$ cat src/ccd_seq_regs.vh
`ifndef CCD_SEQ_REGS_VH
`define CCD_SEQ_REGS_VH

// Frame geometry
`define LINES_PER_FRAME 11'h400
`define PIXELS_PER_LINE 11'h408
`define DARK_COLUMNS 11'h010
`define DARK_ROWS 11'h006
// Phase timing in clk_sys cycles
`define PHASE_TICKS 8'h04
`define VPULSE_TICKS 8'h10
`define XFER_TICKS 8'h40
`define SHUTTER_TICKS 8'h20
// Mode encodings
`define MODE_SINGLE 1'h0
`define MODE_DUAL 1'h1

`endif

$ cat src/ccd_readout_sequencer.v
`timescale 1ns/10ps
`include "ccd_seq_regs.vh"
// Function
// V1 high pulse moves photodiodes to registers
// Packet delivered on each H2 falling edge
// Phase pairs always complementary during transport
// V2 pulse with A H1 held high
// Single mode clocks out only A
// Dual: A low, B high, H2 low
// Dual: reload A, read both together
// Binning: two transfers before readout
// Dump gate pulsed during transfer discards line
// Reset clock after signal sampled
// Shutter pulse empties photodiodes, starts exposure
// Exposure from shutter fall to V1 fall
// Shutter only in horizontal retrace
// Retrace index selects exposure length
// 1024 lines, 1032 pixels per line
// Progressive single pass per frame
module ccd_readout_sequencer (
	// Clock and reset
	input wire clk_sys,
	input wire srst,
	// Frame control
	input wire frameStart,
	input wire dualLine,
	input wire binTwo,
	input wire [10:0] dumpFirst,
	input wire [10:0] dumpCount,
	input wire shutterEnable,
	input wire [10:0] shutterLine,
	// Sensor clocks
	output reg vert_phase_one_clk,
	output reg vert_phase_two_clk,
	output reg horiz_a_phase_one_clk,
	output reg horiz_b_phase_one_clk,
	output reg horiz_shared_phase_two_clk,
	output reg line_dump_gate,
	output reg shutter_pulse_level,
	output reg resetClkOut,
	// Sampling front end
	output reg sampleA,
	output reg sampleB,
	output reg lineValid,
	output reg darkRow,
	// Status
	output reg frameBusy,
	output reg frameDone
);
	// One-hot states
	localparam [8:0] S_IDLE = 9'h001;
	localparam [8:0] S_PHOTO = 9'h002;
	localparam [8:0] S_VXFER = 9'h004;
	localparam [8:0] S_ATOB = 9'h008;
	localparam [8:0] S_AHIGH = 9'h010;
	localparam [8:0] S_READ = 9'h020;
	localparam [8:0] S_RETRACE = 9'h040;
	localparam [8:0] S_SHUTTER = 9'h080;
	localparam [8:0] S_DONE = 9'h100;

	// Sequencer state
	reg [8:0] state_ff;
	reg [8:0] nxt_state;

	// Frame position counters
	reg [10:0] line_ff;
	reg [1:0] subStep_ff;
	reg [1:0] xferCount_ff;

	// Timer and readout requests
	reg timerLoad;
	reg [7:0] timerValue;
	reg readStart;

	// Frame modes captured at start
	reg modeDual_ff;
	reg modeBin_ff;
	reg shutterArmed_ff;
	reg shutterDone_ff;

	// Step timer and pixel clocker results
	wire timerDone;
	wire readBusy;
	wire hOne;
	wire hTwo;
	wire rClk;
	wire sampStb;
	wire sampDual;

	// Line is within the discard window
	function inDump;
		input [10:0] line;
		input [10:0] first;
		input [10:0] count;
		begin
			inDump = (line >= first) && (line < first + count);
		end
	endfunction

	phase_timer stepTimer (
		.clk_sys(clk_sys),
		.srst(srst),
		.load(timerLoad),
		.loadValue(timerValue),
		.done(timerDone)
	);

	pixel_clocker lineClocker (
		.clk_sys(clk_sys),
		.srst(srst),
		.start(readStart),
		.dualLine(modeDual_ff),
		.hOnePhase(hOne),
		.hTwoPhase(hTwo),
		.resetClk(rClk),
		.sampleStrobe(sampStb),
		.dualSample(sampDual),
		.busy(readBusy)
	);

	// Lines transferred into A before each move to B or readout
	wire [1:0] xferNeeded = modeBin_ff ? 2'h2 : 2'h1;
	// Frame ends once every line has left the vertical registers
	wire lastLine = (line_ff >= `LINES_PER_FRAME);
	// retrace index selects exposure
	wire shutterDue = shutterArmed_ff && !shutterDone_ff && (line_ff >= shutterLine);
	// Current line lies in the discard window
	wire dumpLine = inDump(line_ff, dumpFirst, dumpCount);

	// State sequencing
	always @* begin
		nxt_state = state_ff;
		timerLoad = 1'b0;
		timerValue = `PHASE_TICKS;
		readStart = 1'b0;
		case (state_ff)
			S_IDLE: begin
				if (frameStart) begin
					nxt_state = S_PHOTO;
					timerLoad = 1'b1;
					timerValue = `VPULSE_TICKS;
				end
			end
			S_PHOTO: begin
				if (timerDone) begin
					nxt_state = S_VXFER;
					timerLoad = 1'b1;
					timerValue = `XFER_TICKS;
				end
			end
			S_VXFER: begin
				if (timerDone) begin
					timerLoad = 1'b1;
					if (xferCount_ff + 2'h1 < xferNeeded) begin
						timerValue = `XFER_TICKS;
					end else if (modeDual_ff && subStep_ff == 2'h0) begin
						nxt_state = S_ATOB;
					end else begin
						nxt_state = S_READ;
						readStart = 1'b1;
					end
				end
			end
			S_ATOB: begin
				if (timerDone) begin
					nxt_state = S_AHIGH;
					timerLoad = 1'b1;
				end
			end
			S_AHIGH: begin
				if (timerDone) begin
					nxt_state = S_VXFER;
					timerLoad = 1'b1;
					timerValue = `XFER_TICKS;
				end
			end
			S_READ: begin
				if (!readBusy && !readStart) begin
					nxt_state = S_RETRACE;
					timerLoad = 1'b1;
				end
			end
			S_RETRACE: begin
				if (timerDone) begin
					timerLoad = 1'b1;
					if (shutterDue) begin
						nxt_state = S_SHUTTER;
						timerValue = `SHUTTER_TICKS;
					end else if (lastLine) begin
						nxt_state = S_DONE;
					end else begin
						nxt_state = S_VXFER;
						timerValue = `XFER_TICKS;
					end
				end
			end
			S_SHUTTER: begin
				if (timerDone) begin
					nxt_state = S_RETRACE;
					timerLoad = 1'b1;
				end
			end
			S_DONE: begin
				nxt_state = S_IDLE;
			end
			default: begin
				nxt_state = S_IDLE;
			end
		endcase
	end

	// Counters, mode capture and pin drive
	always @(posedge clk_sys) begin
		if (srst) begin
			state_ff <= S_IDLE;
			line_ff <= 11'h000;
			subStep_ff <= 2'h0;
			xferCount_ff <= 2'h0;
			modeDual_ff <= `MODE_SINGLE;
			modeBin_ff <= 1'b0;
			shutterArmed_ff <= 1'b0;
			shutterDone_ff <= 1'b0;
			vert_phase_one_clk <= 1'b0;
			vert_phase_two_clk <= 1'b1;
			horiz_a_phase_one_clk <= 1'b1;
			horiz_b_phase_one_clk <= 1'b1;
			horiz_shared_phase_two_clk <= 1'b0;
			line_dump_gate <= 1'b0;
			shutter_pulse_level <= 1'b0;
			resetClkOut <= 1'b0;
			sampleA <= 1'b0;
			sampleB <= 1'b0;
			lineValid <= 1'b0;
			darkRow <= 1'b0;
			frameBusy <= 1'b0;
			frameDone <= 1'b0;
		end else begin
			state_ff <= nxt_state;
			frameDone <= 1'b0;
			if (state_ff == S_IDLE && frameStart) begin
				// one pass per frame
				line_ff <= 11'h000;
				subStep_ff <= 2'h0;
				xferCount_ff <= 2'h0;
				modeDual_ff <= dualLine;
				modeBin_ff <= binTwo;
				shutterArmed_ff <= shutterEnable;
				shutterDone_ff <= 1'b0;
				frameBusy <= 1'b1;
			end
			// transfer pulse, R12 fall ends exposure
			vert_phase_one_clk <= (nxt_state == S_PHOTO);
			// V2 pulse into A
			vert_phase_two_clk <= !(nxt_state == S_VXFER && timerValue == `XFER_TICKS
				&& nxt_state != state_ff) && !(state_ff == S_VXFER && !timerDone);
			if (state_ff == S_VXFER && timerDone) begin
				// second transfer before readout
				line_ff <= line_ff + 11'h001;
				if (xferCount_ff + 2'h1 < xferNeeded) begin
					xferCount_ff <= xferCount_ff + 2'h1;
				end else begin
					xferCount_ff <= 2'h0;
					subStep_ff <= (modeDual_ff && subStep_ff == 2'h0) ? 2'h1 : 2'h0;
				end
			end
			// dump during transfer
			line_dump_gate <= (state_ff == S_VXFER) && dumpLine;
			// A low, B high, H2 low
			if (nxt_state == S_ATOB) begin
				horiz_a_phase_one_clk <= 1'b0;
				horiz_b_phase_one_clk <= 1'b1;
				horiz_shared_phase_two_clk <= 1'b0;
			end else if (nxt_state == S_READ && state_ff == S_READ) begin
				// B clocked only in dual
				horiz_a_phase_one_clk <= hOne;
				horiz_b_phase_one_clk <= modeDual_ff ? hOne : 1'b1;
				horiz_shared_phase_two_clk <= hTwo;
			end else begin
				// A back high
				horiz_a_phase_one_clk <= 1'b1;
				horiz_b_phase_one_clk <= 1'b1;
				horiz_shared_phase_two_clk <= 1'b0;
			end
			// Strobes retimed to line up with the phase pins
			resetClkOut <= rClk;
			sampleA <= sampStb;
			sampleB <= sampStb && sampDual;
			lineValid <= readBusy;
			// dark rows at frame end
			darkRow <= readBusy && (line_ff > `LINES_PER_FRAME - `DARK_ROWS);
			// shutter in retrace only
			shutter_pulse_level <= (nxt_state == S_SHUTTER);
			// One shutter per frame
			if (state_ff == S_SHUTTER && timerDone) begin
				shutterDone_ff <= 1'b1;
			end
			// Frame end flag and status
			if (state_ff == S_DONE) begin
				frameBusy <= 1'b0;
				frameDone <= 1'b1;
			end
		end
	end
endmodule // ccd_readout_sequencer

$ cat src/phase_timer.v
`timescale 1ns/10ps
// Down-counter that flags completion of a timed sequencer step
module phase_timer (
	// Clock and reset
	input wire clk_sys,
	input wire srst,
	// Control
	input wire load,
	input wire [7:0] loadValue,
	// Status
	output wire done
);
	reg [7:0] count_ff;
	reg [7:0] nxt_count;

	// Next count
	always @* begin
		nxt_count = count_ff;
		if (load) begin
			nxt_count = loadValue;
		end else if (count_ff != 8'h00) begin
			nxt_count = count_ff - 8'h01;
		end
	end

	// Count register
	always @(posedge clk_sys) begin
		if (srst) begin
			count_ff <= 8'h00;
		end else begin
			count_ff <= nxt_count;
		end
	end

	assign done = (count_ff == 8'h01); // Last cycle of the step
endmodule // phase_timer

$ cat src/pixel_clocker.v
`timescale 1ns/10ps
`include "ccd_seq_regs.vh"
// Runs one line of horizontal pixel clocks, with reset clock per pixel
module pixel_clocker (
	// Clock and reset
	input wire clk_sys,
	input wire srst,
	// Control
	input wire start,
	input wire dualLine,
	// Pins
	output reg hOnePhase,
	output reg hTwoPhase,
	output reg resetClk,
	output reg sampleStrobe,
	output reg dualSample,
	// Status
	output wire busy
);
	reg [10:0] pixelCount_ff;
	reg [1:0] quarter_ff;
	reg active_ff;

	// Four quarters per pixel: H2 falls, sample, reset clock
	always @(posedge clk_sys) begin
		if (srst) begin
			pixelCount_ff <= 11'h000;
			quarter_ff <= 2'h0;
			active_ff <= 1'b0;
			hOnePhase <= 1'b1;
			hTwoPhase <= 1'b0;
			resetClk <= 1'b0;
			sampleStrobe <= 1'b0;
			dualSample <= 1'b0;
		end else begin
			sampleStrobe <= 1'b0;
			resetClk <= 1'b0;
			if (start && !active_ff) begin
				active_ff <= 1'b1;
				pixelCount_ff <= 11'h000;
				quarter_ff <= 2'h0;
				dualSample <= dualLine;
			end else if (active_ff) begin
				quarter_ff <= quarter_ff + 2'h1;
				case (quarter_ff)
					2'h0: begin
						// complementary phases
						hOnePhase <= 1'b0;
						hTwoPhase <= 1'b1;
					end
					2'h1: begin
						// packet on fall
						hOnePhase <= 1'b1;
						hTwoPhase <= 1'b0;
					end
					2'h2: begin
						sampleStrobe <= 1'b1;
					end
					default: begin
						// reset after sample
						resetClk <= 1'b1;
						if (pixelCount_ff == `PIXELS_PER_LINE - 11'h001) begin
							active_ff <= 1'b0;
						end
						pixelCount_ff <= pixelCount_ff + 11'h001;
					end
				endcase
			end
		end
	end

	assign busy = active_ff;
endmodule // pixel_clocker

$ cat config.mk
export PLATFORM = sky130hd
export DESIGN_NAME = ccd_readout_sequencer
export DESIGN_NICKNAME = d
export VERILOG_FILES = /design/src/ccd_readout_sequencer.v /design/src/phase_timer.v /design/src/pixel_clocker.v
export VERILOG_INCLUDE_DIRS = /design/src /design/src/src
export SDC_FILE = /design/constraint.sdc
export NUM_CORES = 1
export LEC_CHECK = 0
export BUFFER_PORTS_ARGS = -buffer_cell sky130_fd_sc_hd__buf_2
export CORE_ASPECT_RATIO = 0.8
export CORE_MARGIN = 2
export CORE_UTILIZATION = 28
export DETAILED_ROUTE_END_ITERATION = 10
export GPL_TIMING_DRIVEN = 0
export HOLD_SLACK_MARGIN = 0.12
export PLACE_DENSITY_LB_ADDON = 0.1
export SYNTH_ARGS = -nofsm -noshare
export SYNTH_HDL_FRONTEND = slang
export SYNTH_SLANG_ARGS = --single-unit
$ cat constraint.sdc
create_clock -name clk_sys -period 4 [get_ports clk_sys]
set_input_delay 0.2 -clock clk_sys [delete_from_list [all_inputs] [get_ports clk_sys]]
set_output_delay 0.2 -clock clk_sys [all_outputs]
set_load 0.02 [all_outputs]
# After elaboration in Yosys (flattened, before gate mapping)
# Cells that the tools add are included.
[totals]
regBits = 69
input_bits = 39
output_inout_bits = 14
wordCells = 159
[op_classes]
addsub = 6
n_lt_le_gt_ge = 6
eq_ne = 20
muxes = 53
n_bitwise = 5
n_reduce_logical = 38
[op_table]
columns = ["op", "n"]
rows = [
  ["9-bit two-way mux", 10],
  ["9-bit one-hot mux with 7 select lines", 1],
  ["7-bit two-way mux", 6],
  ["7-bit one-hot mux with 4 select lines", 1],
  ["11-bit by 1-bit adder with 11-bit output, second input constant", 2],
  ["11-bit greater-or-equal comparator", 2],
  ["11-bit two-way mux", 2],
  ["1-bit two-way mux", 19],
  ["9-bit by 2-bit equality test with 1-bit output, second input constant", 2],
  ["9-bit by 3-bit equality test with 1-bit output, second input constant", 2],
  ["9-bit by 4-bit equality test with 1-bit output, second input constant", 2],
  ["9-bit by 6-bit equality test with 1-bit output, second input constant", 2],
  ["9-bit by 8-bit equality test with 1-bit output, second input constant", 2],
  ["1-bit logical AND", 16],
  ["8-bit two-way mux", 2],
  ["2-bit two-way mux", 7],
  ["11-bit adder", 1],
  ["11-bit equality test, second input constant", 1],
  ["11-bit greater-or-equal comparator, second input constant", 1],
  ["11-bit by 10-bit > comparator with 1-bit output, second input constant", 1],
  ["11-bit < comparator", 1],
  ["9-bit by 1-bit equality test with 1-bit output, second input constant", 1],
  ["9-bit by 5-bit equality test with 1-bit output, second input constant", 1],
  ["9-bit by 7-bit equality test with 1-bit output, second input constant", 1],
  ["24 further kinds", 42],
]

# Logic depth before layout (Yosys ltp)
[logic_depth]
depth_word = 11
depth_mapped = 11
mapped_depth_nobuf = 11

# By module
# From an unflattened synthesis, not the netlist that was laid out.
[hier_totals]
cells_unflattened = 546
hier_area_um2 = 4664.5
[by_module_without_submodules]
columns = ["module", "n_inst", "cells_each", "area_each_um2"]
rows = [
  ["ccd_readout_sequencer", 1, 401, 3303.2],
  ["pixel_clocker", 1, 92, 853.3],
  ["phase_timer", 1, 53, 508.0],
]

# Worst setup path after synthesis
# OpenSTA, ideal clock, no wires.
[synth_timing]
kind = "input to register"
from = "input dumpFirst[0]"
to = "register line_dump_gate"
setup_ns = 0.059
arrival_ns = 2.829
required_ns = 3.941
path_slack_ns = 1.111
cell_stages = 11
path_buffers = 0
path_cell_list = "ha_1 -> fa_1 -> a21oi_1 -> o21ai_0 -> a2111oi_0 -> nor2_1 -> xnor2_1 -> ha_1 -> a211o_1 -> a2111oi_0 -> o31a_1"
[synth_between]
elab_chain_cells = 4
word_cells_on_any_way = 5
cone_classes = "add/sub: 1; order compare: 2; reduce/logical: 2"
[synth_rtl]
columns = ["item", "line", "text"]
rows = [
  ["start: declaration", "ccd_readout_sequencer.v:28", "input wire [10:0] dumpFirst,"],
  ["11-bit adder", "ccd_readout_sequencer.v:96", "inDump = (line >= first) && (line < first + count);"],
  ["11-bit < comparator", "ccd_readout_sequencer.v:96", ""],
  ["1-bit logical AND (*)", "ccd_readout_sequencer.v:96", ""],
  ["1-bit logical AND (*)", "ccd_readout_sequencer.v:267", "line_dump_gate <= (state_ff == S_VXFER) && dumpLine;"],
  ["end signal: assignment", "ccd_readout_sequencer.v:267", ""],
  ["end: declaration", "ccd_readout_sequencer.v:38", "output reg line_dump_gate,"],
]
# Mark *: on every way between the ends. The rest lies on a longest branch, timed or not.
# A chain may end at the register's enable or synchronous reset.

# Worst setup path in the final report
# Ends and elaborated chain as after synthesis.

==> reports/metrics.cfg <==
[run_status]
status = finished, final reports clean

[synth]
synth_top_family_by_area = simple AND/OR/NAND/NOR gates
yosys.area_share.simple_pct = 24.0
synth-adder-area-share_pct = 14.9
ys_seq_elements = 69
synthesis.area_um2 = 4490
ys_types = 68
synthXorXnorAreaFrac_pct = 6.24
seq_area_frac_synth_pct = 30.8
ys.flop_type = dfxtp_1
synth_edf_count = 0
synthCells = 537
synth_compound_area_share_pct = 17.6
synthArstFlopShare_pct = 0
ys_warn_count = 0
yosysTopAreaCellShare_pct = 30.8
yosys.area.top_type = dfxtp_1
synth_mux_area_share_pct = 1.17
syn_avg_cell_area_um2 = 8.36
syn-num-nets = 629
synth_area_leaders = dfxtp_1, ha_1, a21oi_1, nor2_1, xnor2_1

[global_routing]
grt_pass1_vias = 3838
overflow = 0
grt_max_degree = 14
antenna_found_initial = 0
grt_pass1_wl_um = 19400
grt_use_total_pct = 14.4

[floorplan]
die_h_um = 117
io_pins = 53
rows = 41
dieArea_um2 = 17100
initial_core_util_pct = 28.5
dieWidth_um = 146
fp.coreArea_um2 = 15700

[min_path]
hp-class = input pin to register
worstHoldPathCells = 2
holdCritStartpoint = srst
hold_end = sampleA

[finish]
fillers = 1638
seq_area_um2 = 1380
final_common_cell = dfxtp_1
syn2layout_area_growth_pct = 19.0
most-common-layout-cells = dfxtp_1, buf_2, nor2_1
multiInputGateArea_um2 = 2870
layout-drive-gt1-share_pct = 14.7
antenna_cells = 0
nets = 694

[clock_network]
htree_levels = 3
cts-resized-gates = 0
root_buffer = clkbuf_16
postCtsSetupBuffers = 0
cts.clk_slew.worst_paths_ps = 60
cts_tree = done
clock_path_buffers = 2
cts.sink_count = 69
cts_buffers = 9
insertion_delay_ps = 340

[placement]
port_buffers = 51
dp_hpwl_um = 9210
gp_congestion = 0.890

[detailed_routing]
wl_per_cell_um = 14.5
remaining_drc_errors = 0
drt_pass1_iterations = 4
met2_length_um = 4780
totalWireLength_um = 11900
met3_length_um = 480
wl_met1_um = 6420
top_layer_used = met4
avgViaCountPerCell = 4.86
num_vias = 3994
drtAntennaViolNets = 0
drtIter0Drc = 171

[sta]
min_period_ps = 3210
drv_slew = 0
clock.fmax_ghz = 0.311
maxSlewHeadroom_pct = 53.2
hold_viol_final = 0
worst_slew_pin_slew_ps = 702
fin_skew_ps = 6.14
finalSetupViolations = 0
finalSetupTns_ps = 0
min_period_over_period_pct = 80.3
rsz0062_at_grt = no

[setup_path]
start_kind = input pin
cp.arrival_ps = 3490
reg2reg_from = state_ff[7]
path_class = input pin to register
reg2reg_depth = 8
cp-end-kind = register
cp.required_ps = 4280
rr_endpoint = stepTimer.count_ff[1]
cp_max_fo = 2
rrSetupSlack_ps = 1410

[power]
leakage_uw = 0.00225
power_uw = 2110
p_per_area_nw_per_um2 = 395
ir_worst_vdd_uv = 190

[run]
cap_viol_max_count = 0

[stage by stage]
step / instances / area (um2) / hold slack [ps] / utilization (%) / worst slack (ps)
detailed placement: 803 / 5020 / 454 / 31.9 / 406
CTS: 822 / 5350 / 294 / 33.9 / 752
global route: 822 / 5350 / 353 / 33.9 / 501
finish: 822 / 5350 / 288 / 33.9 / 787
global placement: 803 / 5020 / 452 / 31.9 / 425
floorplan: 537 / 4490 / 340 / - / 1110
[critical path, stage by stage]
cell       delay [ps]
buf_2             110
ha_1              220
fa_1              410
a21oi_1           190
o21ai_0           140
a2111oi_0         620
nor2_1            140
xnor2_1           190
ha_1              260
a211o_1           280
a2111oi_0         510
o31a_1            230
[layer usage]
metal	vias to the layer above	track usage, %
met5	-	0
met4	0	5.56
met3	14	3.37
met2	79	21.8
met1	1833	20.1
li1	2068	-
[what timing repair did]
action / 4_1_cts / 5_1_grt
hold buffers: 3 / 0
setup endpoints to repair: 0 / 0
hold endpoints to repair: 3 / 0
[area by class of cell]
cell class	count	area share, %
Buffer	21	1.87
Inverter	37	2.60
Multi-Input combinational cell	410	53.7
Timing Repair Buffer	54	5.34
Tap cell	215	5.03
Clock inverter	6	1.33
Clock buffer	10	4.28
Sequential cell	69	25.8
[registers in the layout, indices dropped and copies added (netlist names), 2 cells and up]
signal / cells
xferCount_ff: 2
stepTimer.count_ff: 8
lineClocker.pixelCount_ff: 11
state_ff: 9
lineClocker.quarter_ff: 2
subStep_ff: 2
line_ff: 11
[cells by family (layout without fill, tap and decap cells)]
group	after synthesis	in the layout
flops	69	69
xor+xnor	32	32
fa+ha+maj	53	53
simple gates	196	196
buf+inv	58	128
mux	5	5
compound gates	124	124
[worst max-delay path by stage]
stage	cells after the start	slack (ps)	from	end
3_5_place_dp	12	410	dumpFirst[0]	line_dump_gate
4_1_cts	12	750	dumpFirst[0]	line_dump_gate
6_report	12	790	dumpFirst[0]	line_dump_gate
3_3_place_gp	12	420	dumpFirst[0]	line_dump_gate
2_1_floorplan	11	1110	dumpFirst[0]	line_dump_gate
5_1_grt	12	500	dumpFirst[0]	line_dump_gate
[Yosys cell counts (5+ instances only)]
library cell  instances
nand2_1              32
a211oi_1              6
a31oi_1               6
a21oi_1              44
nand3_1              19
o21bai_1              8
o21ai_1               6
nor4b_1               6
nand3b_1              5
ha_1                 52
clkbuf_1             10
and3_1               10
nand4_1               6
nor2_1               54
dfxtp_1              69
xnor2_1              19
buf_2                 8
nor4_1                5
xor2_1               13
and2_1                5
inv_1                36
o21a_1                7
nand2b_1              5
o21ai_0              15
nor3_1               15
[where the power goes]
part           switching [uW]  internal, uW  leakage (uW)
Combinational             298           227       0.00155
Clock                     325           488      0.000140
Sequential               42.8           729      0.000559
Total                     666          1440       0.00225
(Power assumes the default switching activity.)
